--- config.mk ---
export PLATFORM = sky130hd
export DESIGN_NAME = cw_quadrature_lo_divider
export DESIGN_NICKNAME = d
export VERILOG_FILES = /design/src/pkg/lo_divider_pkg.sv /design/src/rtl/cw_quadrature_lo_divider.sv /design/src/rtl/mlo_edge_sync.sv
export VERILOG_INCLUDE_DIRS = /design/src /design/src/pkg
export SDC_FILE = /design/constraint.sdc
export NUM_CORES = 1
export LEC_CHECK = 0
export BUFFER_PORTS_ARGS = -buffer_cell sky130_fd_sc_hd__buf_2
export CORE_MARGIN = 10
export CORE_UTILIZATION = 39
export CTS_BUF_LIST = sky130_fd_sc_hd__clkbuf_16
export DETAILED_ROUTE_END_ITERATION = 10
export GPL_ROUTABILITY_DRIVEN = 0
export PLACE_DENSITY = 0.7
export REMOVE_ABC_BUFFERS = 1
export SYNTH_ARGS = -nofsm -noshare
export SYNTH_HDL_FRONTEND = slang
export SYNTH_SLANG_ARGS = --single-unit
--- constraint.sdc ---
create_clock -name hclk -period 7.6 [get_ports hclk]
set_clock_uncertainty 0.1 [all_clocks]
set_input_delay 0.76 -clock hclk [delete_from_list [all_inputs] [get_ports hclk]]
set_output_delay 0.76 -clock hclk [all_outputs]
set_load 0.03 [all_outputs]
--- src/pkg/lo_divider_consts.svh ---
// Purpose: register indices, field positions, reset values and counts of the LO divider
// Assumes: byte address of a register is four times its index
// Notes: definitions only
`ifndef LO_DIVIDER_CONSTS_SVH
`define LO_DIVIDER_CONSTS_SVH

`define LOD_CHANNELS 8
`define LOD_IDX_W 10
`define LOD_IDX_PHASE 10'h02D
`define LOD_IDX_CWCFG 10'h02E
`define LOD_IDX_CHMASK 10'h030
`define LOD_IDX_STATUS 10'h031
`define LOD_PHASE_LSB 0
`define LOD_PHASE_W 4
`define LOD_CFG_EDGE_BIT 0
`define LOD_CFG_DIV_LSB 1
`define LOD_CFG_DIV_W 2
`define LOD_STAT_SYNC_BIT 2
`define LOD_STAT_ACC_LSB 4
`define LOD_DIV_CODE_4 2'h0
`define LOD_DIV_CODE_8 2'h1
`define LOD_DIV_CODE_16 2'h2
`define LOD_DIV_CODE_RSVD 2'h3
`define LOD_STEP_4 4'h4
`define LOD_STEP_8 4'h2
`define LOD_STEP_16 4'h1
`define LOD_QUARTER 4'h4
`define LOD_CHMASK_RESET 8'hFF
`define LOD_HTRANS_NONSEQ_BIT 1

`endif

--- src/pkg/lo_divider_pkg.sv ---
// Purpose: shared types of the quadrature LO divider
// Assumes: constants come from lo_divider_consts.svh
// Notes: nothing here is imported; users write lo_divider_pkg::name
package lo_divider_pkg;

  // captured AHB address phase
  typedef struct packed {
    logic [9:0] index;
    logic write;
  } ahb_req_type;

  // CW configuration register contents
  typedef struct packed {
    logic [1:0] div_sel;
    logic sample_on_fall;
  } cw_cfg_type;

endpackage : lo_divider_pkg

--- src/rtl/cw_quadrature_lo_divider.sv ---
// Purpose: per-channel I/Q LO generation by divide-by-M with programmable phase and array sync
// Assumes: AHB-Lite single-word transfers; multiple_lo_clock and divider_sync are asynchronous pins
// Notes: writes take no wait state, reads one; response is always OKAY
`timescale 1ns/1ns
`include "lo_divider_consts.svh"
module cw_quadrature_lo_divider (
  // clock and reset
  input wire logic hclk,
  input wire logic hresetn,
  // AHB-Lite slave
  input wire logic hsel,
  input wire logic [31:0] haddr,
  input wire logic [1:0] htrans,
  input wire logic hwrite,
  input wire logic [2:0] hsize,
  input wire logic [31:0] hwdata,
  input wire logic hready,
  output logic [31:0] hrdata,
  output logic hreadyout,
  output logic hresp,
  // pins
  input wire logic multiple_lo_clock,
  input wire logic divider_sync,
  // LO outputs to the mixers
  output logic [`LOD_CHANNELS-1:0] lo_in_phase,
  output logic [`LOD_CHANNELS-1:0] lo_quadrature
);

  lo_divider_pkg::ahb_req_type req_q;
  lo_divider_pkg::cw_cfg_type cfg_q;
  logic wr_pend_q;
  logic rd_pend_q;
  logic [31:0] hrdata_q;
  logic hreadyout_q;
  logic hresp_q;
  logic [`LOD_CHANNELS-1:0] chmask_q;
  logic [3:0] phase_q [`LOD_CHANNELS];
  logic [3:0] acc_q;
  logic [3:0] acc_d;
  logic [3:0] step;
  logic sync_seen_q;
  logic [`LOD_CHANNELS-1:0] lo_i_q;
  logic [`LOD_CHANNELS-1:0] lo_q_q;
  logic mlo_edge;
  logic sync_event;
  logic accept;
  logic wr_phase;
  logic wr_cfg;
  logic wr_mask;
  logic wr_status;
  logic [3:0] rd_phase;
  logic [31:0] rd_mux;

  assign hrdata = hrdata_q;
  assign hreadyout = hreadyout_q;
  assign hresp = hresp_q;
  assign lo_in_phase = lo_i_q;
  assign lo_quadrature = lo_q_q;

  // ---------------- bus slave ----------------
  assign accept = hsel & htrans[`LOD_HTRANS_NONSEQ_BIT] & hready;
  assign wr_phase = wr_pend_q & (req_q.index == `LOD_IDX_PHASE);
  assign wr_cfg = wr_pend_q & (req_q.index == `LOD_IDX_CWCFG);
  assign wr_mask = wr_pend_q & (req_q.index == `LOD_IDX_CHMASK);
  assign wr_status = wr_pend_q & (req_q.index == `LOD_IDX_STATUS);

  always_ff @(posedge hclk or negedge hresetn) begin
    if (!hresetn) begin
      req_q <= '0;
      wr_pend_q <= 1'b0;
      rd_pend_q <= 1'b0;
      hreadyout_q <= 1'b1;
      hresp_q <= 1'b0;
    end else begin
      wr_pend_q <= accept & hwrite;
      rd_pend_q <= accept & ~hwrite;
      // a read stretches its data phase by one cycle so hrdata comes from a flop
      hreadyout_q <= ~(accept & ~hwrite);
      hresp_q <= 1'b0;
      if (accept) begin
        req_q.index <= haddr[11:2];
        req_q.write <= hwrite;
      end
    end
  end

  // phase of the lowest selected channel is what a read shows
  always_comb begin
    rd_phase = 4'h0;
    for (int c = `LOD_CHANNELS - 1; c >= 0; c--) begin
      if (chmask_q[c]) begin
        rd_phase = phase_q[c];
      end
    end
  end

  always_comb begin
    rd_mux = 32'h0000_0000;
    case (req_q.index)
      `LOD_IDX_PHASE: rd_mux[`LOD_PHASE_LSB +: `LOD_PHASE_W] = rd_phase;
      `LOD_IDX_CWCFG: rd_mux[2:0] = {cfg_q.div_sel, cfg_q.sample_on_fall};
      `LOD_IDX_CHMASK: rd_mux[`LOD_CHANNELS-1:0] = chmask_q;
      `LOD_IDX_STATUS: begin
        rd_mux[`LOD_STAT_SYNC_BIT] = sync_seen_q;
        rd_mux[`LOD_STAT_ACC_LSB +: 4] = acc_q;
      end
      default: rd_mux = 32'h0000_0000;
    endcase
  end

  always_ff @(posedge hclk or negedge hresetn) begin
    if (!hresetn) begin
      hrdata_q <= 32'h0000_0000;
    end else if (rd_pend_q) begin
      hrdata_q <= rd_mux;
    end
  end

  // ---------------- configuration ----------------
  always_ff @(posedge hclk or negedge hresetn) begin
    if (!hresetn) begin
      cfg_q <= '0;
    end else if (wr_cfg) begin
      cfg_q.sample_on_fall <= hwdata[`LOD_CFG_EDGE_BIT];
      if (hwdata[`LOD_CFG_DIV_LSB +: `LOD_CFG_DIV_W] != `LOD_DIV_CODE_RSVD) begin
        cfg_q.div_sel <= hwdata[`LOD_CFG_DIV_LSB +: `LOD_CFG_DIV_W];
      end
    end
  end

  always_ff @(posedge hclk or negedge hresetn) begin
    if (!hresetn) begin
      chmask_q <= `LOD_CHMASK_RESET;
    end else if (wr_mask) begin
      chmask_q <= hwdata[`LOD_CHANNELS-1:0];
    end
  end

  // sticky, write one to clear; a sync in the same cycle wins
  always_ff @(posedge hclk or negedge hresetn) begin
    if (!hresetn) begin
      sync_seen_q <= 1'b0;
    end else if (sync_event) begin
      sync_seen_q <= 1'b1;
    end else if (wr_status & hwdata[`LOD_STAT_SYNC_BIT]) begin
      sync_seen_q <= 1'b0;
    end
  end

  // ---------------- divider ----------------
  mlo_edge_sync u_edge (
    .hclk(hclk),
    .hresetn(hresetn),
    .multiple_lo_clock(multiple_lo_clock),
    .divider_sync(divider_sync),
    .sample_on_fall(cfg_q.sample_on_fall),
    .mlo_edge(mlo_edge),
    .sync_event(sync_event)
  );

  // a 16-step phase wheel advanced by 16/M per selected LO clock edge
  always_comb begin
    case (cfg_q.div_sel)
      `LOD_DIV_CODE_4: step = `LOD_STEP_4;
      `LOD_DIV_CODE_8: step = `LOD_STEP_8;
      default: step = `LOD_STEP_16;
    endcase
  end

  assign acc_d = sync_event ? 4'h0 : 4'(acc_q + step);

  always_ff @(posedge hclk or negedge hresetn) begin
    if (!hresetn) begin
      acc_q <= 4'h0;
    end else if (mlo_edge) begin
      acc_q <= acc_d;
    end
  end

  // odd codes in divide by 4 just land between wheel positions; software avoids them
  for (genvar ch = 0; ch < `LOD_CHANNELS; ch++) begin : g_chan
    logic [3:0] pos;
    logic [3:0] qpos;
    always_ff @(posedge hclk or negedge hresetn) begin
      if (!hresetn) begin
        phase_q[ch] <= 4'h0;
      end else if (wr_phase & chmask_q[ch]) begin
        phase_q[ch] <= hwdata[`LOD_PHASE_LSB +: `LOD_PHASE_W];
      end
    end
    assign pos = 4'(acc_d + phase_q[ch]);
    // quadrature trails in-phase by a quarter turn of the wheel
    assign qpos = 4'(pos - `LOD_QUARTER);
    // the output flops move only on the LO edge, so divider glitches never reach the mixers
    always_ff @(posedge hclk or negedge hresetn) begin
      if (!hresetn) begin
        lo_i_q[ch] <= 1'b0;
        lo_q_q[ch] <= 1'b0;
      end else if (mlo_edge) begin
        lo_i_q[ch] <= ~pos[3];
        lo_q_q[ch] <= ~qpos[3];
      end
    end
  end

  logic [3:0] chk_pos;
  assign chk_pos = 4'(acc_q + phase_q[0]);
endmodule : cw_quadrature_lo_divider

--- src/rtl/mlo_edge_sync.sv ---
// Purpose: brings the multiple-LO clock and divider sync pins into hclk and finds the selected edges
// Assumes: hclk runs well above twice the multiple-LO rate
// Notes: outputs are one-cycle pulses on hclk
`timescale 1ns/1ns
module mlo_edge_sync (
  // clock and reset
  input wire logic hclk,
  input wire logic hresetn,
  // pins
  input wire logic multiple_lo_clock,
  input wire logic divider_sync,
  // control
  input wire logic sample_on_fall,
  // events
  output logic mlo_edge,
  output logic sync_event
);

  logic mlo_s1_q;
  logic mlo_s2_q;
  logic mlo_prev_q;
  logic sync_s1_q;
  logic sync_s2_q;
  logic sync_smp_q;

  always_ff @(posedge hclk or negedge hresetn) begin
    if (!hresetn) begin
      mlo_s1_q <= 1'b0;
      mlo_s2_q <= 1'b0;
      mlo_prev_q <= 1'b0;
      sync_s1_q <= 1'b0;
      sync_s2_q <= 1'b0;
    end else begin
      mlo_s1_q <= multiple_lo_clock;
      mlo_s2_q <= mlo_s1_q;
      mlo_prev_q <= mlo_s2_q;
      sync_s1_q <= divider_sync;
      sync_s2_q <= sync_s1_q;
    end
  end

  // the selected edge of the multiple-LO clock, rising or falling
  assign mlo_edge = sample_on_fall ? (mlo_prev_q & ~mlo_s2_q) : (~mlo_prev_q & mlo_s2_q);

  // sync is only looked at on the selected edge, so its own launch edge never races the sample
  always_ff @(posedge hclk or negedge hresetn) begin
    if (!hresetn) begin
      sync_smp_q <= 1'b0;
    end else if (mlo_edge) begin
      sync_smp_q <= sync_s2_q;
    end
  end

  // edge triggered: a held-high sync acts once, a continuous one acts once per period of the sync signal
  assign sync_event = mlo_edge & sync_s2_q & ~sync_smp_q;

endmodule : mlo_edge_sync

; ---- Yosys cells after proc, flatten, opt, wreduce, memory -nomap -nowiden
; Index checks and enable logic that the tools add are counted.
[word_totals]
reg_bits = 91
input_bits = 76
output_inout_bits = 50
word_cells = 125
[op_classes]
n_addsub = 17
n_eq_ne = 6
n_mux = 17
bitwise_logic = 42
reduce_logical = 3
[ops]
columns = op, count
row1 = "10-bit by 6-bit == test with 1-bit output, second input constant", 4
row2 = 4-bit adder, 9
row3 = 4-bit 2-to-1 mux, 9
row4 = "4-bit by 3-bit subtractor with 4-bit output, second input constant", 8
row5 = 1-bit AND, 21
row6 = 1-bit inverter, 21
row7 = 4-bit case mux with 2 select lines, 1
row8 = 2-bit case mux with 3 select lines, 1
row9 = 3-bit case mux with 2 select lines, 1
row10 = 1-bit case mux with 4 select lines, 1
row11 = 1-bit 2-to-1 mux, 3
row12 = "2-bit by 1-bit == test with 1-bit output, second input constant", 1
row13 = 2-bit logical NOT, 1
row14 = "2-bit != test, second input constant", 1
row15 = 1-bit case mux with 2 select lines, 1
row16 = 2-bit AND reduction, 1
row17 = 2-bit nonzero test, 1

; ---- Logic depth before layout (Yosys ltp)
[depth]
word_depth = 9
ltp_mapped = 13
mapped_depth_nobuf = 12

; ---- Hierarchy
; A second synthesis with hierarchy kept.
[unflattened]
cells_unflattened = 460
hier_area_um2 = 5147.4
[by_module_without_submodules]
columns = mod, n_inst, cells_each, area_per_inst_um2, seq_area_each_um2
row1 = cw_quadrature_lo_divider, 1, 443, 4916.0, 2138.3
row2 = mlo_edge_sync, 1, 17, 231.5, 150.1

; ---- Worst setup path before layout
; No wires, ideal clock.
[synth_path]
kind = reg-to-reg
start = reg cfg_q[2] (netlist name)
end = reg lo_q_q[7] (netlist: lo_quadrature[7])
setup_time_ns = 0.136
t_arrival_ns = 2.907
required_time_ns = 7.364
slack_ns = 4.457
path_stages_with_launch = 13
path_buffers = 1
synth_period_minus_slack_ns = 3.143
cell_sequence = dfrtp_1 clkbuf_1 ha_1 inv_1 fa_1 xor2_1 nor2_1 ha_1 or4b_2 nand4_1 nor3_1 xnor2_1 o21ai_0
[synth_between]
elab_chain_cells = 7
elab_cells_between_ends = 8
cone_classes = 3 x add/sub / 1 x eq/ne / 2 x mux / 1 x bitwise / 1 x reduce/logical
[synth_rtl]
columns = item, line
row1 = from (decl), cw_quadrature_lo_divider.sv:30  ; lo_divider_pkg::cw_cfg_type cfg_q;
row2 = 2-bit by 1-bit == test with 1-bit output or 2-bit logical NOT (tied branches), cw_quadrature_lo_divider.sv:163  ; case (cfg_q.div_sel)
row3 = 3-bit case mux with 2 select lines (*), cw_quadrature_lo_divider.sv:163
row4 = 4-bit adder (*), cw_quadrature_lo_divider.sv:170  ; assign acc_d = sync_event ? 4'h0 : 4'(acc_q + step);
row5 = 4-bit 2-to-1 mux (*), cw_quadrature_lo_divider.sv:170
row6 = named net acc_d[2], cw_quadrature_lo_divider.sv:39  ; logic [3:0] acc_d;
row7 = 4-bit adder (*), cw_quadrature_lo_divider.sv:191  ; assign pos = 4'(acc_d + phase_q[ch]);
row8 = 4-bit by 3-bit subtractor with 4-bit output (no line) (*), --
row9 = 1-bit inverter (*), cw_quadrature_lo_divider.sv:201  ; lo_q_q[ch] <= ~qpos[3];
row10 = "to (signal, indexed assignment)", cw_quadrature_lo_divider.sv:201
row11 = to (decl), cw_quadrature_lo_divider.sv:43  ; logic [`LOD_CHANNELS-1:0] lo_q_q;
; Mark *: on every way through the listed nets, which the timed path passes. The rest lies on a longest branch.
; A chain may end at the register's enable or synchronous reset.

; ---- Worst setup path in the final report
; Ends and elaborated chain as after synthesis.

==> results.md <==
* F_max at about 0.26 GHz
* Post-Place Setup Slack at roughly 3.8 ns
* Pwr/cell area at around 330 mW/mm2
* Final WS setup at 3.77 ns
* Hold-fix buffers, CTS at 0
* Share of cells above drive strength 1 at 0.280
* Vias in the first global route at around 3800
* CTS tree: yes
* Status: complete, no violations
* Synth-to-Final Area Change at 11.1%
* Most common cell after layout, fill and taps aside: dfrtp_1
* Setup bufs post-CTS at 0
* Synth async-reset ratio at 1.00
* Slew Limit Fails at 0
* Worst Hold Depth at 0
* Gr ovfl total at 0
* Crit end category: register
* DR iter-0 viols at ~250
* Top cell type's share of synthesized area at 0.404
* Total die area at 0.0180 mm2
* CP Max Fanout at 9
* CTS sink cnt at 91
* Clk_lat worst skew at 0.35 ns
* Crit path kind: register to register
* First drt pass iteration count at 4
* RSZ-0062 raised after global routing: false
* Worst Hold Class: register to register
* Die Y at 134 um
* Final setup fails at 0
* Reg area at 0.00229 mm2
* Seq cells post-synth at ~90
* CP Launch Type: register
* Measured slew at the worst slew-check pin at 1.07 ns
* Synthesized area at 0.00508 mm2
* Area leader, netlist: dfrtp_1
* Routed via count at around 3600
* Core ar. at roughly 0.013 mm2
* P_leak at 2.52 nW
* Aggregate negative setup slack at 0 ns
* Syn avg cell area at 10.7 um2
* Leading cell types in the layout, fill and taps excluded: dfrtp_1, mux2_2, nand2_1, buf_2, conb_1
* First-pass GRT wire length at around 19000 um
* Antenna-violating nets left at 0
* Number of port buffers at 50
* Clock tree buffer depth at 2
* Global Route Usage Sum at 0.135
* ANT cells at 0
* Initial antenna violation count at 0
* Worst Path Arrival at 3.93 ns
* Max_cap viols at 0
* R2R cell count at 11
* Post-synth EDFFs at 0
* Ys flop type: dfrtp_1
* DRC viols at 0
* Final core utilization at 0.446
* Clk slew on worst S/H paths at 0.06 ns
* Worst VDD drop at around 0.18 mV
* Initial Utilization at 0.401
* Vias/cell at 5.18
* Crit share post-route at 0.504
* Hold Vio Cnt, Final at 0
* Post-synthesis sequential area ratio at 0.450
* Yosys cell types at 57
* Total design power at roughly 1.8 mW
* CTS buffer count at 9
* Post-layout min period at 3.83 ns
* Clk Tree Root Cell: clkbuf_16
* Pin count of the biggest net entering global routing at around 50
* Routed wire length at ~12000 um
* CP required at 7.70 ns
* Wirelength per Cell at 17.0 um
* Cell row count at 41
* Syn Inst Count at approximately 480
* Num ports at 126
* Nets at between 600 and 700
* Resize count post-CTS at 0
* CTS H-tree lvls at 3
* Die width at ~130 um
* Multi-input logic area at ~0.0025 mm2
* Fillcell total at 1220
* Post-DP HPWL at 8600 um
* Max-slew headroom at 0.283
* Synth warn at 0
* Area contributors post-synth: dfrtp_1, mux2_2, ha_1, dfstp_2, buf_4
==> logic make-up (layout without fill, tap and decap cells) <==
family | Yosys count | count (layout) | synth area share
mux | 67 | 67 | 0.147
flops | 91 | 91 | 0.450
compound gates | 88 | 88 | 0.122
xor+xnor | 30 | 30 | 0.0517
fa+ha+maj | 20 | 20 | 0.0507
other cells | 1 | 25 | 0.000738
simple gates | 112 | 112 | 0.108
buf+inv | 66 | 89 | 0.0694
==> routing by layer <==
metal  track usage  up-vias  wire (um)
met5             0        -          0
met4        0.0568        0        230
met3        0.0340       20        696
met2         0.216       93       5550
met1         0.170     1756       5290
li1              -     1725          -
==> worst max-delay path, stage by stage, from the launching register on <==
cell	delay, ns
dfrtp_1	0.42
ha_1	0.23
inv_1	0.06
fa_1	0.37
xor2_1	0.17
nor2_1	0.81
ha_1	0.45
or4b_2	0.68
nand4_1	0.12
nor3_1	0.06
xnor2_1	0.14
o21ai_0	0.08
==> report_power, final <==
part           internal, mW  total, mW  leakage [nW]  switching [mW]
Clock                 0.220      0.415         0.131           0.195
Sequential            0.563      0.621          1.09          0.0574
Combinational         0.331      0.807          1.30           0.475
==> final timing paths <==
| check | startpoint | slack, ns | to |
|---|---|---|---|
| setup / recovery | cfg_q[2]$_DFFE_PN0P_ | 3.77 | lo_quadrature[7]$_DFFE_PN0N_ |
| hold / removal | u_edge.sync_s1_q$_DFF_PN0_ | 0.25 | u_edge.sync_s2_q$_DFF_PN0_ |
| setup reg to reg | cfg_q[2]$_DFFE_PN0P_ | 3.77 | lo_quadrature[7]$_DFFE_PN0N_ |
| hold reg to reg | u_edge.sync_s1_q$_DFF_PN0_ | 0.25 | u_edge.sync_s2_q$_DFF_PN0_ |
| max in group asynchronous | hresetn | 6.10 | lo_in_phase[5]$_DFFE_PN0N_ |
| min in group asynchronous | hresetn | 0.30 | hrdata[7]$_DFFE_PN0P_ |
==> sequential cells by signal, indices dropped and copies added, names as in the netlist, 3 cells and up <==
register and count:
cfg_q 3, lo_in_phase 8, acc_q 4, lo_quadrature 8, phase_q 32, hrdata 8, req_q 10, chmask_q 8
==> through the flow <==
step                      hold WS (ns)  cell area, um2  instances
final                            0.254            5650        694
after floorplan                  0.231            4900        455
after CTS                        0.255            5650        694
after global placement           0.237            5380        678
after global routing             0.270            5650        694
after detailed placement         0.239            5380        678
==> cells in the mapped netlist, drive strengths merged, types with 6 or more instances <==
cell type,count
a21oi,23
buf,31
clkbuf,13
dfrtp,82
dfstp,9
ha,19
inv,21
mux2,61
mux2i,6
nand2,49
nand2b,8
nand3,11
nor2,20
o21ai,22
xnor2,18
xor2,12
==> cell type report <==
class	instances	area share
sequential	91	0.405
tap	172	0.0381
multi-input combinational	342	0.448
inverter	22	0.0146
clock inverter	7	0.00798
clock buffer	9	0.0399
timing repair buffer	51	0.0461
Note: power is estimated with default switching activity, not from simulation.
